--- src/common/csf_pkg.sv ---
/*
  Constants and types for the charger supervisory controller.
  Assumes a 200 MHz system clock; all times are converted to cycle counts here.
*/
package csf_pkg;
  localparam int CLK_MHZ = 200;
  // fault pulse on the status pin, in microseconds
  localparam int FAULT_PULSE_US = 128;
  localparam int FAULT_PULSE_CYC = FAULT_PULSE_US * CLK_MHZ;
  // battery detection period and retry delay, in microseconds (plain defaults)
  localparam int DETECT_US = 250;
  localparam int DETECT_CYC = DETECT_US * CLK_MHZ;
  localparam int RETRY_US = 1000;
  localparam int RETRY_CYC = RETRY_US * CLK_MHZ;
  localparam int CNT_W = 32;
  // cycles the pin synchronisers need before the boot decision may read them
  localparam int BOOT_WAIT_CYC = 2;

  // APB register byte offsets
  localparam logic [7:0] CTRL_OFS = 8'h00;
  localparam logic [7:0] STAT_OFS = 8'h04;
  // control register fields
  localparam int CTRL_CHG_DIS = 0;
  localparam int CTRL_ILIM_HI = 1;
  localparam int CTRL_ILIM_OFF = 2;
  localparam int CTRL_TERM_EN = 3;
  localparam int CTRL_HOST_PROG = 4;
  localparam logic [31:0] CTRL_RESET = 32'h0000_0000;
  localparam logic [4:0] CTRL_MASK = 5'h1F;
  // status register fields
  localparam int STAT_VIN_OV = 0;
  localparam int STAT_BAT_OV = 1;
  localparam int STAT_DONE = 2;
  localparam int STAT_NOBAT = 3;
  localparam int STAT_STATE = 8;

  typedef enum logic [3:0] {
    CSF_BOOT,
    CSF_CHARGE,
    CSF_SLEEP,
    CSF_RETRY,
    CSF_DETECT,
    CSF_DONE,
    CSF_FAULT,
    CSF_HOT
  } csf_state_type;
endpackage

--- src/rtl/csf_supervisor.sv ---
/*
  Charge-mode supervisory controller with an APB register slave.
  Assumes analog comparators deliver asynchronous level flags that are synchronised here,
  and that the host keeps long counts short in simulation via the top parameters.
*/
// Overview of operation
// - at reset, battery above weak threshold: keep register-selected operating mode
// - weak battery, unsupervised: reload register defaults, charge, limit from pin
// - weak unsupervised boot: low limit while pin low, high limit while pin high
// - termination disabled by default so charging continues at regulation
// - weak battery but host supervised: keep register mode, no default reload
// - two input limits; reduce charge current when input reaches the limit
// - host can disable input limiting; host clears it only if source suffices
// - at regulation temperature taper charge current, zero about ten degrees higher
// - over shutdown temperature: stop PWM, suspend charge, freeze timers until cool
// - sleep from charge state when supply below battery plus offset yet above poor-source level
// - poor source while charging: abort, wait retry delay, restart charging
// - supply overvoltage: stop PWM, flag fault, pulse pin; resume on exit
// - battery overvoltage: stop PWM, flag fault, pulse pin; clear on exit
// - supervised, above recharge and termination current: stop, discharge, then sample
// - sampled battery still above recharge: battery present, report done
// - sampled below recharge: battery absent, reload defaults, resume after retry
// - no battery: short-circuit mode below short threshold, PWM mode above
// - without battery hold regulation until long timer expires or host takes over
// - battery below short threshold while charging: short-circuit current only
// - supervised while host services the timer, unsupervised otherwise
// - each fault notification starts one fixed low pulse, restarting any pulse in progress, then high impedance
`timescale 1ns/1ps
`default_nettype none
module csf_supervisor #(
  parameter int RETRY_CYCLES = csf_pkg::RETRY_CYC,
  parameter int DETECT_CYCLES = csf_pkg::DETECT_CYC,
  parameter int PULSE_CYCLES = csf_pkg::FAULT_PULSE_CYC
) (
  input wire logic clk_i,
  input wire logic rst_b_i,
  input wire logic psel_i,
  input wire logic penable_i,
  input wire logic pwrite_i,
  input wire logic [7:0] paddr_i,
  input wire logic [31:0] pwdata_i,
  output logic [31:0] prdata_o,
  output logic pready_o,
  output logic pslverr_o,
  input wire logic otg_pin_i,
  input wire logic bat_above_weak_i,
  input wire logic host_supervised_i,
  input wire logic vin_lt_sleep_i,
  input wire logic vin_le_poor_i,
  input wire logic vin_ov_i,
  input wire logic bat_ov_i,
  input wire logic bat_above_recharge_i,
  input wire logic term_current_i,
  input wire logic bat_below_short_i,
  input wire logic at_regulation_i,
  input wire logic long_timer_expired_i,
  input wire logic die_at_reg_i,
  input wire logic die_shutdown_i,
  input wire logic die_cooled_i,
  input wire logic input_at_limit_i,
  output logic pwm_en_o,
  output logic blocking_switch_on_o,
  output logic short_mode_o,
  output logic ilim_high_o,
  output logic ilim_enable_o,
  output logic chg_reduce_o,
  output logic chg_taper_o,
  output logic detect_discharge_o,
  output logic timers_freeze_o,
  output logic hold_regulation_o,
  output logic stat_o,
  output logic stat_oe_o
);
  import csf_pkg::*;

  localparam int NSYNC = 16;

  typedef struct packed {
    logic [NSYNC-1:0] s1;
    logic [NSYNC-1:0] s2;
    csf_state_type st;
    csf_state_type ret;
    logic [4:0] ctrl;
    logic defaults_mode;
    logic vin_ov_f;
    logic bat_ov_f;
    logic done_f;
    logic nobat_f;
    logic [CNT_W-1:0] cnt;
    logic [CNT_W-1:0] pcnt;
    logic [31:0] rdata;
  } csf_regs_type;

  csf_regs_type q, d;
  logic [NSYNC-1:0] raw;
  logic [NSYNC-1:0] sy;
  logic wr_en, rd_en, ctrl_hit, stat_hit, fault_evt;

  assign raw = {input_at_limit_i, die_cooled_i, die_shutdown_i, die_at_reg_i,
                long_timer_expired_i, at_regulation_i, bat_below_short_i, term_current_i,
                bat_above_recharge_i, bat_ov_i, vin_ov_i, vin_le_poor_i,
                vin_lt_sleep_i, host_supervised_i, bat_above_weak_i, otg_pin_i};
  assign sy = q.s2;

  wire otg = sy[0];
  wire weak_ok = sy[1];
  wire sup = sy[2];
  wire slp = sy[3];
  wire poor = sy[4];
  wire vov = sy[5];
  wire bov = sy[6];
  wire rch = sy[7];
  wire term = sy[8];
  wire shrt = sy[9];
  wire atreg = sy[10];
  wire ltexp = sy[11];
  wire dreg = sy[12];
  wire dhot = sy[13];
  wire dcool = sy[14];
  wire inlim = sy[15];

  assign ctrl_hit = paddr_i == CTRL_OFS;
  assign stat_hit = paddr_i == STAT_OFS;
  assign wr_en = psel_i && penable_i && pwrite_i;
  assign rd_en = psel_i && !penable_i && !pwrite_i;
  assign pready_o = 1'b1;
  assign pslverr_o = psel_i && penable_i && !(ctrl_hit || stat_hit);

  ////////////////////////////////////////////////////////////////////////////
  always_comb begin
    d = q;
    d.s1 = raw;
    d.s2 = q.s1;
    fault_evt = 1'b0;
    if (q.cnt != '0) begin
      d.cnt = q.cnt - 1'b1;
    end
    if (q.pcnt != '0) begin
      d.pcnt = q.pcnt - 1'b1;
    end
    // register writes; host programming ends the default-reload period
    if (wr_en && ctrl_hit) begin
      d.ctrl = pwdata_i[4:0] & CTRL_MASK;
      d.defaults_mode = 1'b0;
    end
    if (wr_en && stat_hit) begin
      d.done_f = q.done_f & ~pwdata_i[STAT_DONE];
      d.nobat_f = q.nobat_f & ~pwdata_i[STAT_NOBAT];
    end
    unique case (q.st)
      CSF_BOOT: begin
        // synchronisers are cleared by reset; wait until they hold real levels
        if (q.cnt == '0) begin
          if (!weak_ok && !sup) begin
            d.ctrl = CTRL_RESET[4:0];
            d.defaults_mode = 1'b1;
          end
          d.st = CSF_CHARGE;
        end
      end
      CSF_CHARGE: begin
        if (poor) begin
          d.cnt = CNT_W'(RETRY_CYCLES);
          d.st = CSF_RETRY;
          fault_evt = 1'b1;
        end else if (slp) begin
          d.st = CSF_SLEEP;
          fault_evt = 1'b1;
        end else if (sup && !q.defaults_mode && q.ctrl[CTRL_TERM_EN] && rch && term) begin
          d.cnt = CNT_W'(DETECT_CYCLES);
          d.st = CSF_DETECT;
        end
      end
      CSF_SLEEP: begin
        if (poor) begin
          d.cnt = CNT_W'(RETRY_CYCLES);
          d.st = CSF_RETRY;
          fault_evt = 1'b1;
        end else if (!slp) begin
          d.st = CSF_CHARGE;
        end
      end
      CSF_RETRY: begin
        if (q.cnt == '0) begin
          d.st = CSF_CHARGE;
        end
      end
      CSF_DETECT: begin
        if (q.cnt == '0) begin
          if (rch) begin
            d.done_f = 1'b1;
            d.st = CSF_DONE;
          end else begin
            d.nobat_f = 1'b1;
            d.ctrl = CTRL_RESET[4:0];
            d.cnt = CNT_W'(RETRY_CYCLES);
            d.st = CSF_RETRY;
            fault_evt = 1'b1;
          end
        end
      end
      CSF_DONE: begin
        if (!rch) begin
          d.st = CSF_CHARGE;
        end
      end
      CSF_FAULT: begin
        if (!vov && !bov) begin
          d.vin_ov_f = 1'b0;
          d.bat_ov_f = 1'b0;
          d.st = q.ret;
        end
      end
      CSF_HOT: begin
        if (dcool) begin
          d.st = q.ret;
        end
      end
      default: begin
        d.st = CSF_BOOT;
      end
    endcase
    // thermal shutdown from any state except boot, delay counter cnt frozen
    if (dhot && q.st != CSF_HOT && q.st != CSF_BOOT) begin
      d.ret = (q.st == CSF_FAULT) ? q.ret : q.st;
      d.st = CSF_HOT;
      d.cnt = q.cnt;
      fault_evt = 1'b1;
    end else if ((vov || bov) && q.st != CSF_FAULT && q.st != CSF_HOT && q.st != CSF_BOOT) begin
      d.ret = (q.st == CSF_DETECT) ? CSF_CHARGE : q.st;
      d.st = CSF_FAULT;
      d.vin_ov_f = vov;
      d.bat_ov_f = bov;
      fault_evt = 1'b1;
    end
    if (q.st == CSF_HOT) begin
      d.cnt = q.cnt;
    end
    // each notification starts one fixed low pulse, restarting one in progress
    if (fault_evt) begin
      d.pcnt = CNT_W'(PULSE_CYCLES);
    end
    d.rdata = 32'h0000_0000;
    if (rd_en && ctrl_hit) begin
      d.rdata = {27'h0, q.ctrl};
    end else if (rd_en && stat_hit) begin
      d.rdata = {20'h0, 4'(q.st), 4'h0, q.nobat_f, q.done_f, q.bat_ov_f, q.vin_ov_f};
    end
  end

  ////////////////////////////////////////////////////////////////////////////
  always_ff @(posedge clk_i or negedge rst_b_i) begin
    if (!rst_b_i) begin
      q <= '{s1: '0, s2: '0, st: CSF_BOOT, ret: CSF_CHARGE, ctrl: CTRL_RESET[4:0],
             defaults_mode: 1'b0, vin_ov_f: 1'b0, bat_ov_f: 1'b0, done_f: 1'b0,
             nobat_f: 1'b0, cnt: CNT_W'(BOOT_WAIT_CYC), pcnt: '0, rdata: '0};
    end else begin
      q <= d;
    end
  end

  ////////////////////////////////////////////////////////////////////////////
  wire charging = (q.st == CSF_CHARGE) && !q.ctrl[CTRL_CHG_DIS];
  assign prdata_o = q.rdata;
  // sleep turns off the switch and PWM
  assign blocking_switch_on_o = q.st != CSF_SLEEP && q.st != CSF_HOT && q.st != CSF_BOOT;
  assign short_mode_o = charging && shrt;
  assign pwm_en_o = charging && !shrt;
  // default-mode limit follows the pin; register selection otherwise
  assign ilim_high_o = q.defaults_mode ? otg : q.ctrl[CTRL_ILIM_HI];
  assign ilim_enable_o = q.defaults_mode || !q.ctrl[CTRL_ILIM_OFF];
  // charge current backs off at the input limit
  assign chg_reduce_o = charging && ilim_enable_o && inlim;
  assign chg_taper_o = charging && dreg;
  assign detect_discharge_o = q.st == CSF_DETECT;
  assign timers_freeze_o = q.st == CSF_HOT;
  // hold regulation in default mode until long timer or host
  assign hold_regulation_o = charging && q.defaults_mode && atreg && !ltexp;
  assign stat_o = 1'b0;
  assign stat_oe_o = q.pcnt != '0;

  AST_PULSE_LEN: assert property (@(posedge clk_i) disable iff (!rst_b_i)
    $rose(stat_oe_o) |-> stat_oe_o [*8])
    else $error("fault pulse too short");
  AST_HOT_STOP: assert property (@(posedge clk_i) disable iff (!rst_b_i)
    q.st == CSF_HOT |-> !pwm_en_o && !short_mode_o && $stable(q.cnt))
    else $error("thermal shutdown not holding");
  AST_SLEEP_OFF: assert property (@(posedge clk_i) disable iff (!rst_b_i)
    q.st == CSF_SLEEP |-> !blocking_switch_on_o && !pwm_en_o)
    else $error("sleep left switch on");
  AST_POOR_RETRY: assert property (@(posedge clk_i) disable iff (!rst_b_i)
    q.st == CSF_CHARGE && poor && !dhot && !vov && !bov |=> q.st == CSF_RETRY)
    else $error("poor source not aborted");
  AST_OV_FAULT: assert property (@(posedge clk_i) disable iff (!rst_b_i)
    q.st == CSF_CHARGE && vov && !dhot |=> q.st == CSF_FAULT && q.vin_ov_f && stat_oe_o)
    else $error("supply overvoltage not flagged");
  AST_BOV_FAULT: assert property (@(posedge clk_i) disable iff (!rst_b_i)
    q.st == CSF_FAULT |-> !pwm_en_o && !short_mode_o)
    else $error("pwm on during fault");
  AST_DONE: assert property (@(posedge clk_i) disable iff (!rst_b_i)
    q.st == CSF_DETECT && q.cnt == '0 && rch && !dhot && !vov && !bov
      |=> q.st == CSF_DONE && q.done_f)
    else $error("present battery not reported");
  AST_NOBAT: assert property (@(posedge clk_i) disable iff (!rst_b_i)
    q.st == CSF_DETECT && q.cnt == '0 && !rch && !dhot && !vov && !bov
      |=> q.st == CSF_RETRY && q.ctrl == CTRL_RESET[4:0])
    else $error("absent battery not handled");
  AST_ILIM_PIN: assert property (@(posedge clk_i) disable iff (!rst_b_i)
    q.defaults_mode |-> ilim_high_o == otg && ilim_enable_o)
    else $error("boot limit not from pin");
  AST_SHORT: assert property (@(posedge clk_i) disable iff (!rst_b_i)
    charging && shrt |-> short_mode_o && !pwm_en_o)
    else $error("short mode missing");
  AST_BOOT_WAIT: assert property (@(posedge clk_i) disable iff (!rst_b_i)
    q.st == CSF_BOOT && q.cnt != '0 |=> q.st == CSF_BOOT)
    else $error("boot decided before synchronisers filled");
  AST_BOOT_DEFAULTS: assert property (@(posedge clk_i) disable iff (!rst_b_i)
    q.st == CSF_BOOT && q.cnt == '0 && !weak_ok && !sup
      |=> q.defaults_mode && q.ctrl == CTRL_RESET[4:0] && q.st == CSF_CHARGE)
    else $error("unsupervised weak boot did not load defaults");
  AST_BOOT_KEEP: assert property (@(posedge clk_i) disable iff (!rst_b_i)
    q.st == CSF_BOOT && q.cnt == '0 && (weak_ok || sup) |=> !q.defaults_mode)
    else $error("register mode not kept at boot");
  AST_DETECT_DISCH: assert property (@(posedge clk_i) disable iff (!rst_b_i)
    q.st == CSF_CHARGE && sup && !q.defaults_mode && q.ctrl[CTRL_TERM_EN] && rch && term
      && !poor && !slp && !dhot && !vov && !bov |=> detect_discharge_o && !pwm_en_o)
    else $error("battery detection not started");
  AST_RETRY_LEN: assert property (@(posedge clk_i) disable iff (!rst_b_i)
    q.st == CSF_RETRY && q.cnt != '0 && !dhot && !vov && !bov |=> q.st == CSF_RETRY)
    else $error("retry delay cut short");
  AST_VOV_CLEAR: assert property (@(posedge clk_i) disable iff (!rst_b_i)
    q.st == CSF_FAULT && !vov && !bov && !dhot
      |=> !q.vin_ov_f && !q.bat_ov_f && q.st != CSF_FAULT)
    else $error("overvoltage fault not cleared on exit");
  AST_HOT_ENTRY: assert property (@(posedge clk_i) disable iff (!rst_b_i)
    dhot && !dcool && q.st != CSF_BOOT |=> q.st == CSF_HOT && timers_freeze_o)
    else $error("thermal shutdown not entered");
  AST_SLEEP_ENTRY: assert property (@(posedge clk_i) disable iff (!rst_b_i)
    q.st == CSF_CHARGE && slp && !poor && !dhot && !vov && !bov |=> q.st == CSF_SLEEP)
    else $error("sleep not entered");
  AST_PULSE_END: assert property (@(posedge clk_i) disable iff (!rst_b_i)
    stat_oe_o && q.pcnt == CNT_W'(1) && !fault_evt |=> !stat_oe_o)
    else $error("fault pulse did not end");
  AST_STAT_LOW: assert property (@(posedge clk_i) disable iff (!rst_b_i)
    stat_oe_o |-> !stat_o)
    else $error("status pin driven high");
  AST_ILIM_REG: assert property (@(posedge clk_i) disable iff (!rst_b_i)
    !q.defaults_mode |-> ilim_high_o == q.ctrl[CTRL_ILIM_HI])
    else $error("limit not from register");
  AST_ILIM_OFF: assert property (@(posedge clk_i) disable iff (!rst_b_i)
    !q.defaults_mode && q.ctrl[CTRL_ILIM_OFF] |-> !ilim_enable_o && !chg_reduce_o)
    else $error("limiting not disabled");
  AST_HOLD: assert property (@(posedge clk_i) disable iff (!rst_b_i)
    hold_regulation_o |-> q.defaults_mode && atreg && !ltexp)
    else $error("regulation hold outside default mode");
  AST_DONE_HOLD: assert property (@(posedge clk_i) disable iff (!rst_b_i)
    q.st == CSF_DONE && rch && !dhot && !vov && !bov |=> q.st == CSF_DONE)
    else $error("charge done left early");
endmodule
`default_nettype wire

--- config.mk ---
export PLATFORM = sky130hd
export DESIGN_NAME = csf_supervisor
export DESIGN_NICKNAME = d
export VERILOG_FILES = /design/src/common/csf_pkg.sv /design/src/rtl/csf_supervisor.sv
export SDC_FILE = /design/constraint.sdc
export NUM_CORES = 1
export LEC_CHECK = 0
export BUFFER_PORTS_ARGS = -buffer_cell sky130_fd_sc_hd__buf_2
export CORE_ASPECT_RATIO = 1.1
export CORE_MARGIN = 2
export CORE_UTILIZATION = 35
export CTS_CLUSTER_DIAMETER = 30
export DETAILED_ROUTE_END_ITERATION = 10
export SYNTH_ARGS = -nofsm -noshare
export SYNTH_HDL_FRONTEND = slang
export SYNTH_SLANG_ARGS = --single-unit
export TNS_END_PERCENT = 20
--- constraint.sdc ---
create_clock -name clk_i -period 5.98 [get_ports clk_i]
set_input_delay 1.196 -clock clk_i [delete_from_list [all_inputs] [get_ports clk_i]]
set_output_delay 1.196 -clock clk_i [all_outputs]
set_load 0.005 [all_outputs]
==> metrics.md <==
| Metric | Value |
|---|---|
| Outcome | finished clean |
| Minimum clock period | 3.65 ns |
| Register bit count reported by yosys | 123 |
| Clk buf depth | 2 |
| Relative slew slack | 39.1% |
| Largest net degree at the start of global routing | 67 |
| DP HPWL | 8.77 mm |
| CTS tree | built |
| Drt wl/cell | 13.7 µm |
| Hold Crit Depth | 0 |
| Postcts setup bufs | 0 |
| Main synth FF type | dfrtp_1 |
| Period utilization | 61.1% |
| FMAX | 274 MHz |
| Post-synthesis cell area | 6360 µm² |
| Critical path class | reg -> out |
| Final instance area | 7220 µm² |
| CTS Buf Count | 17 |
| Power Total | 0.00275 W |
| PwrDens | 380 nW/µm² |
| Slew @ Worst Pin | 0.905 ns |
| Largest cells by area after synthesis | dfrtp_1 (48%), nor2_1 (5.5%), buf_4 (4.1%) |
| Antenna-violating nets left | 0 |
| Total inserted antenna cells | 0 |
| Row cnt | 51 |
| Setup crit end kind | output port |
| Utilization after layout | 40.7% |
| Initial core utilization | 35.9% |
| Iter 0 DRT Violations | 262 |
| Nets | 745 |
| Commonest non-fill, non-tap cells in the layout | dfrtp_1 (121), nor2_1 (93), buf_2 (53), nor3_1 (34), nand2_1 (32) |
| Clk_lat worst skew | 0.42 ns |
| Sequential share of the synthesized area | 48.4% |
| Post-cts gate resize count | 0 |
| Max cap viols | 0 |
| CTS root buf | clkbuf_16 |
| FF+latch area | 3080 µm² |
| DIE HEIGHT | 145 µm |
| Global Route Usage Sum | 13.9% |
| CTS Sinks | 123 |
| Setup violations, final | 0 |
| Global-route wire length before repair | 21.9 mm |
| P&R area growth vs syn | 13.5% |
| VDD IR max | 0.269 mV |
| Layout cell share with drive strength beyond 1 | 18.6% |
| Worst Clk Skew | 0.0139 ns |
| WP data required | 4.78 ns |
| Worst R2R Start | q[32] |
| Reg2Reg Depth | 8 |
| Die area | 19300 µm² |
| Critical Path AT | 2.46 ns |
| Worst R2R Setup Slack | 2.90 ns |
| Final Wtd Congestion | 0.790 |
| Initial antenna violation count | 0 |
| Core area | 17700 µm² |
| Worst r2r dst | q[37] |
| Syn. warnings | 0 |
| Total grt overflow | 0 |
| Max Transition Viols Final | 0 |
| RSZ-0062 raised after global routing | false |
| WL final | 12.7 mm |
| Area of the multi-input gates | 2890 µm² |
| Drc violations | 0 |
| H-tree levels | 4 |
| Most common cell after layout, fill and taps aside | dfrtp_1 |
| Yosys cell types | 71 |
| Vias per Instance | 4.94 |
| Hold Violations, Final | 0 |
| Area leader, netlist | dfrtp_1 |
| Cell Area, Placed | 6630 µm² |
| Worst hold path class | reg -> reg |
| Worst hold endpoint | sy[3] |
| Post-Synthesis Cells | 647 |
| Hold buffers post-CTS | 0 |
| Hold Slack | 0.347 ns |
| IO buf count | 54 |
| Nature of the critical path startpoint | register |
| Filler cells | 1757 |
| HP Start | d[117] |
| Synth Area per Inst | 9.84 µm² |
| Total iterations of the first detailed-routing run | 5 |
| Synth top area share | 47.6% |
| Maximum fanout along the worst path | 5 |
| Vias | 4600 |
| Setup TNS | 0 ns |
| Vias in the first global route | 4530 |
| Worst-path clk slew | 0.06 ns |
| Asr flop ratio synth | 100% |
| Boundary pin count | 107 |
| Cell leakage power | 3.12 nW |
| Post-synth EDFFs | 0 |
| Die width | 133 µm |
## sequential cells by signal, summed over array words and instances (netlist names)
register	flops
sy	16
prdata_o	9
d	16
q	82
## how the worst max path moves through the flow
stage,start,endpoint,slack [ns],cells past startpoint
after floorplan,paddr_i[5],pslverr_o,2.63,3
after global placement,paddr_i[5],pslverr_o,2.29,5
after detailed placement,paddr_i[5],pslverr_o,2.31,5
after CTS,paddr_i[5],pslverr_o,2.31,5
after global routing,paddr_i[5],pslverr_o,2.19,5
final,q[32],stat_oe_o,2.33,6
## worst max-delay path, stage by stage, from the launching register on
cell     delay, ns
dfrtp_1       0.42
inv_1         0.07
ha_1          0.25
or4b_1        0.58
nor3b_1       0.42
nand4_1       0.14
buf_2         0.16
## Yosys cell counts, types with 3 or more instances
cell / count
nor2_2: 4
nor3_2: 3
xor2_1: 16
nor4b_1: 4
mux2_2: 3
nand4_1: 8
or2_2: 6
nand3b_1: 4
a21oi_1: 19
nor3b_1: 4
inv_1: 19
buf_4: 35
o31ai_1: 7
a2bb2oi_1: 3
nor4_1: 19
nor2b_1: 5
nor2_1: 93
buf_6: 4
and2_1: 9
ha_1: 3
mux2i_1: 8
nor4_4: 6
nor3_1: 34
nand2b_1: 11
nand2_1: 32
nand3_1: 15
buf_2: 7
o22ai_1: 4
xnor2_1: 29
a211oi_1: 3
dfrtp_1: 121
or3_1: 14
a22o_1: 4
and3_1: 6
or4_1: 6
clkbuf_1: 17
or4_4: 4
o21ai_0: 16
nor4_2: 3
## power breakdown
part	switching [W]	internal, W
logic	0.000403	0.000269
registers	0.000120	0.000931
clock network	0.000427	0.000598
## per-layer routing
metal / vias to the layer above / global-route usage, % / routed length (µm)
met1: 2240 / 17.6 / 5860
met5: - / 0 / 0
met2: 75 / 22.9 / 6260
met4: 0 / 5.27 / 216
li1: 2267 / - / -
met3: 18 / 3.62 / 414
## through the flow
step                setup WS [ns]  instances
finish                       2.33        932
floorplan                    2.63        670
global placement             2.29        900
global route                 2.19        932
CTS                          2.31        932
detailed placement           2.31        900
## area by class of cell
cell class | count | share of cell area, %
repair buffers | 56 | 3.98
multi-input cells | 464 | 40.0
clock inverters | 15 | 2.39
inverters | 19 | 0.987
well taps | 238 | 4.12
flip-flops and latches | 123 | 42.6
clock buffers | 17 | 5.89
## cells by family (layout without fill, tap and decap cells)
| family | count (synthesis) | after routing | synth area share, % |
|---|---|---|---|
| and+or+nand+nor | 301 | 301 | 26.8 |
| DFF | 123 | 123 | 48.4 |
| buffers and inverters | 83 | 107 | 7.57 |
| AOI/OAI and AO/OA | 79 | 79 | 8.53 |
| xor gates and xnor gates | 45 | 45 | 6.19 |
| muxes | 11 | 11 | 1.79 |
| adders and majority gates | 3 | 3 | 0.590 |
| other | 2 | 25 | 0.118 |
(Power assumes the default switching activity.)
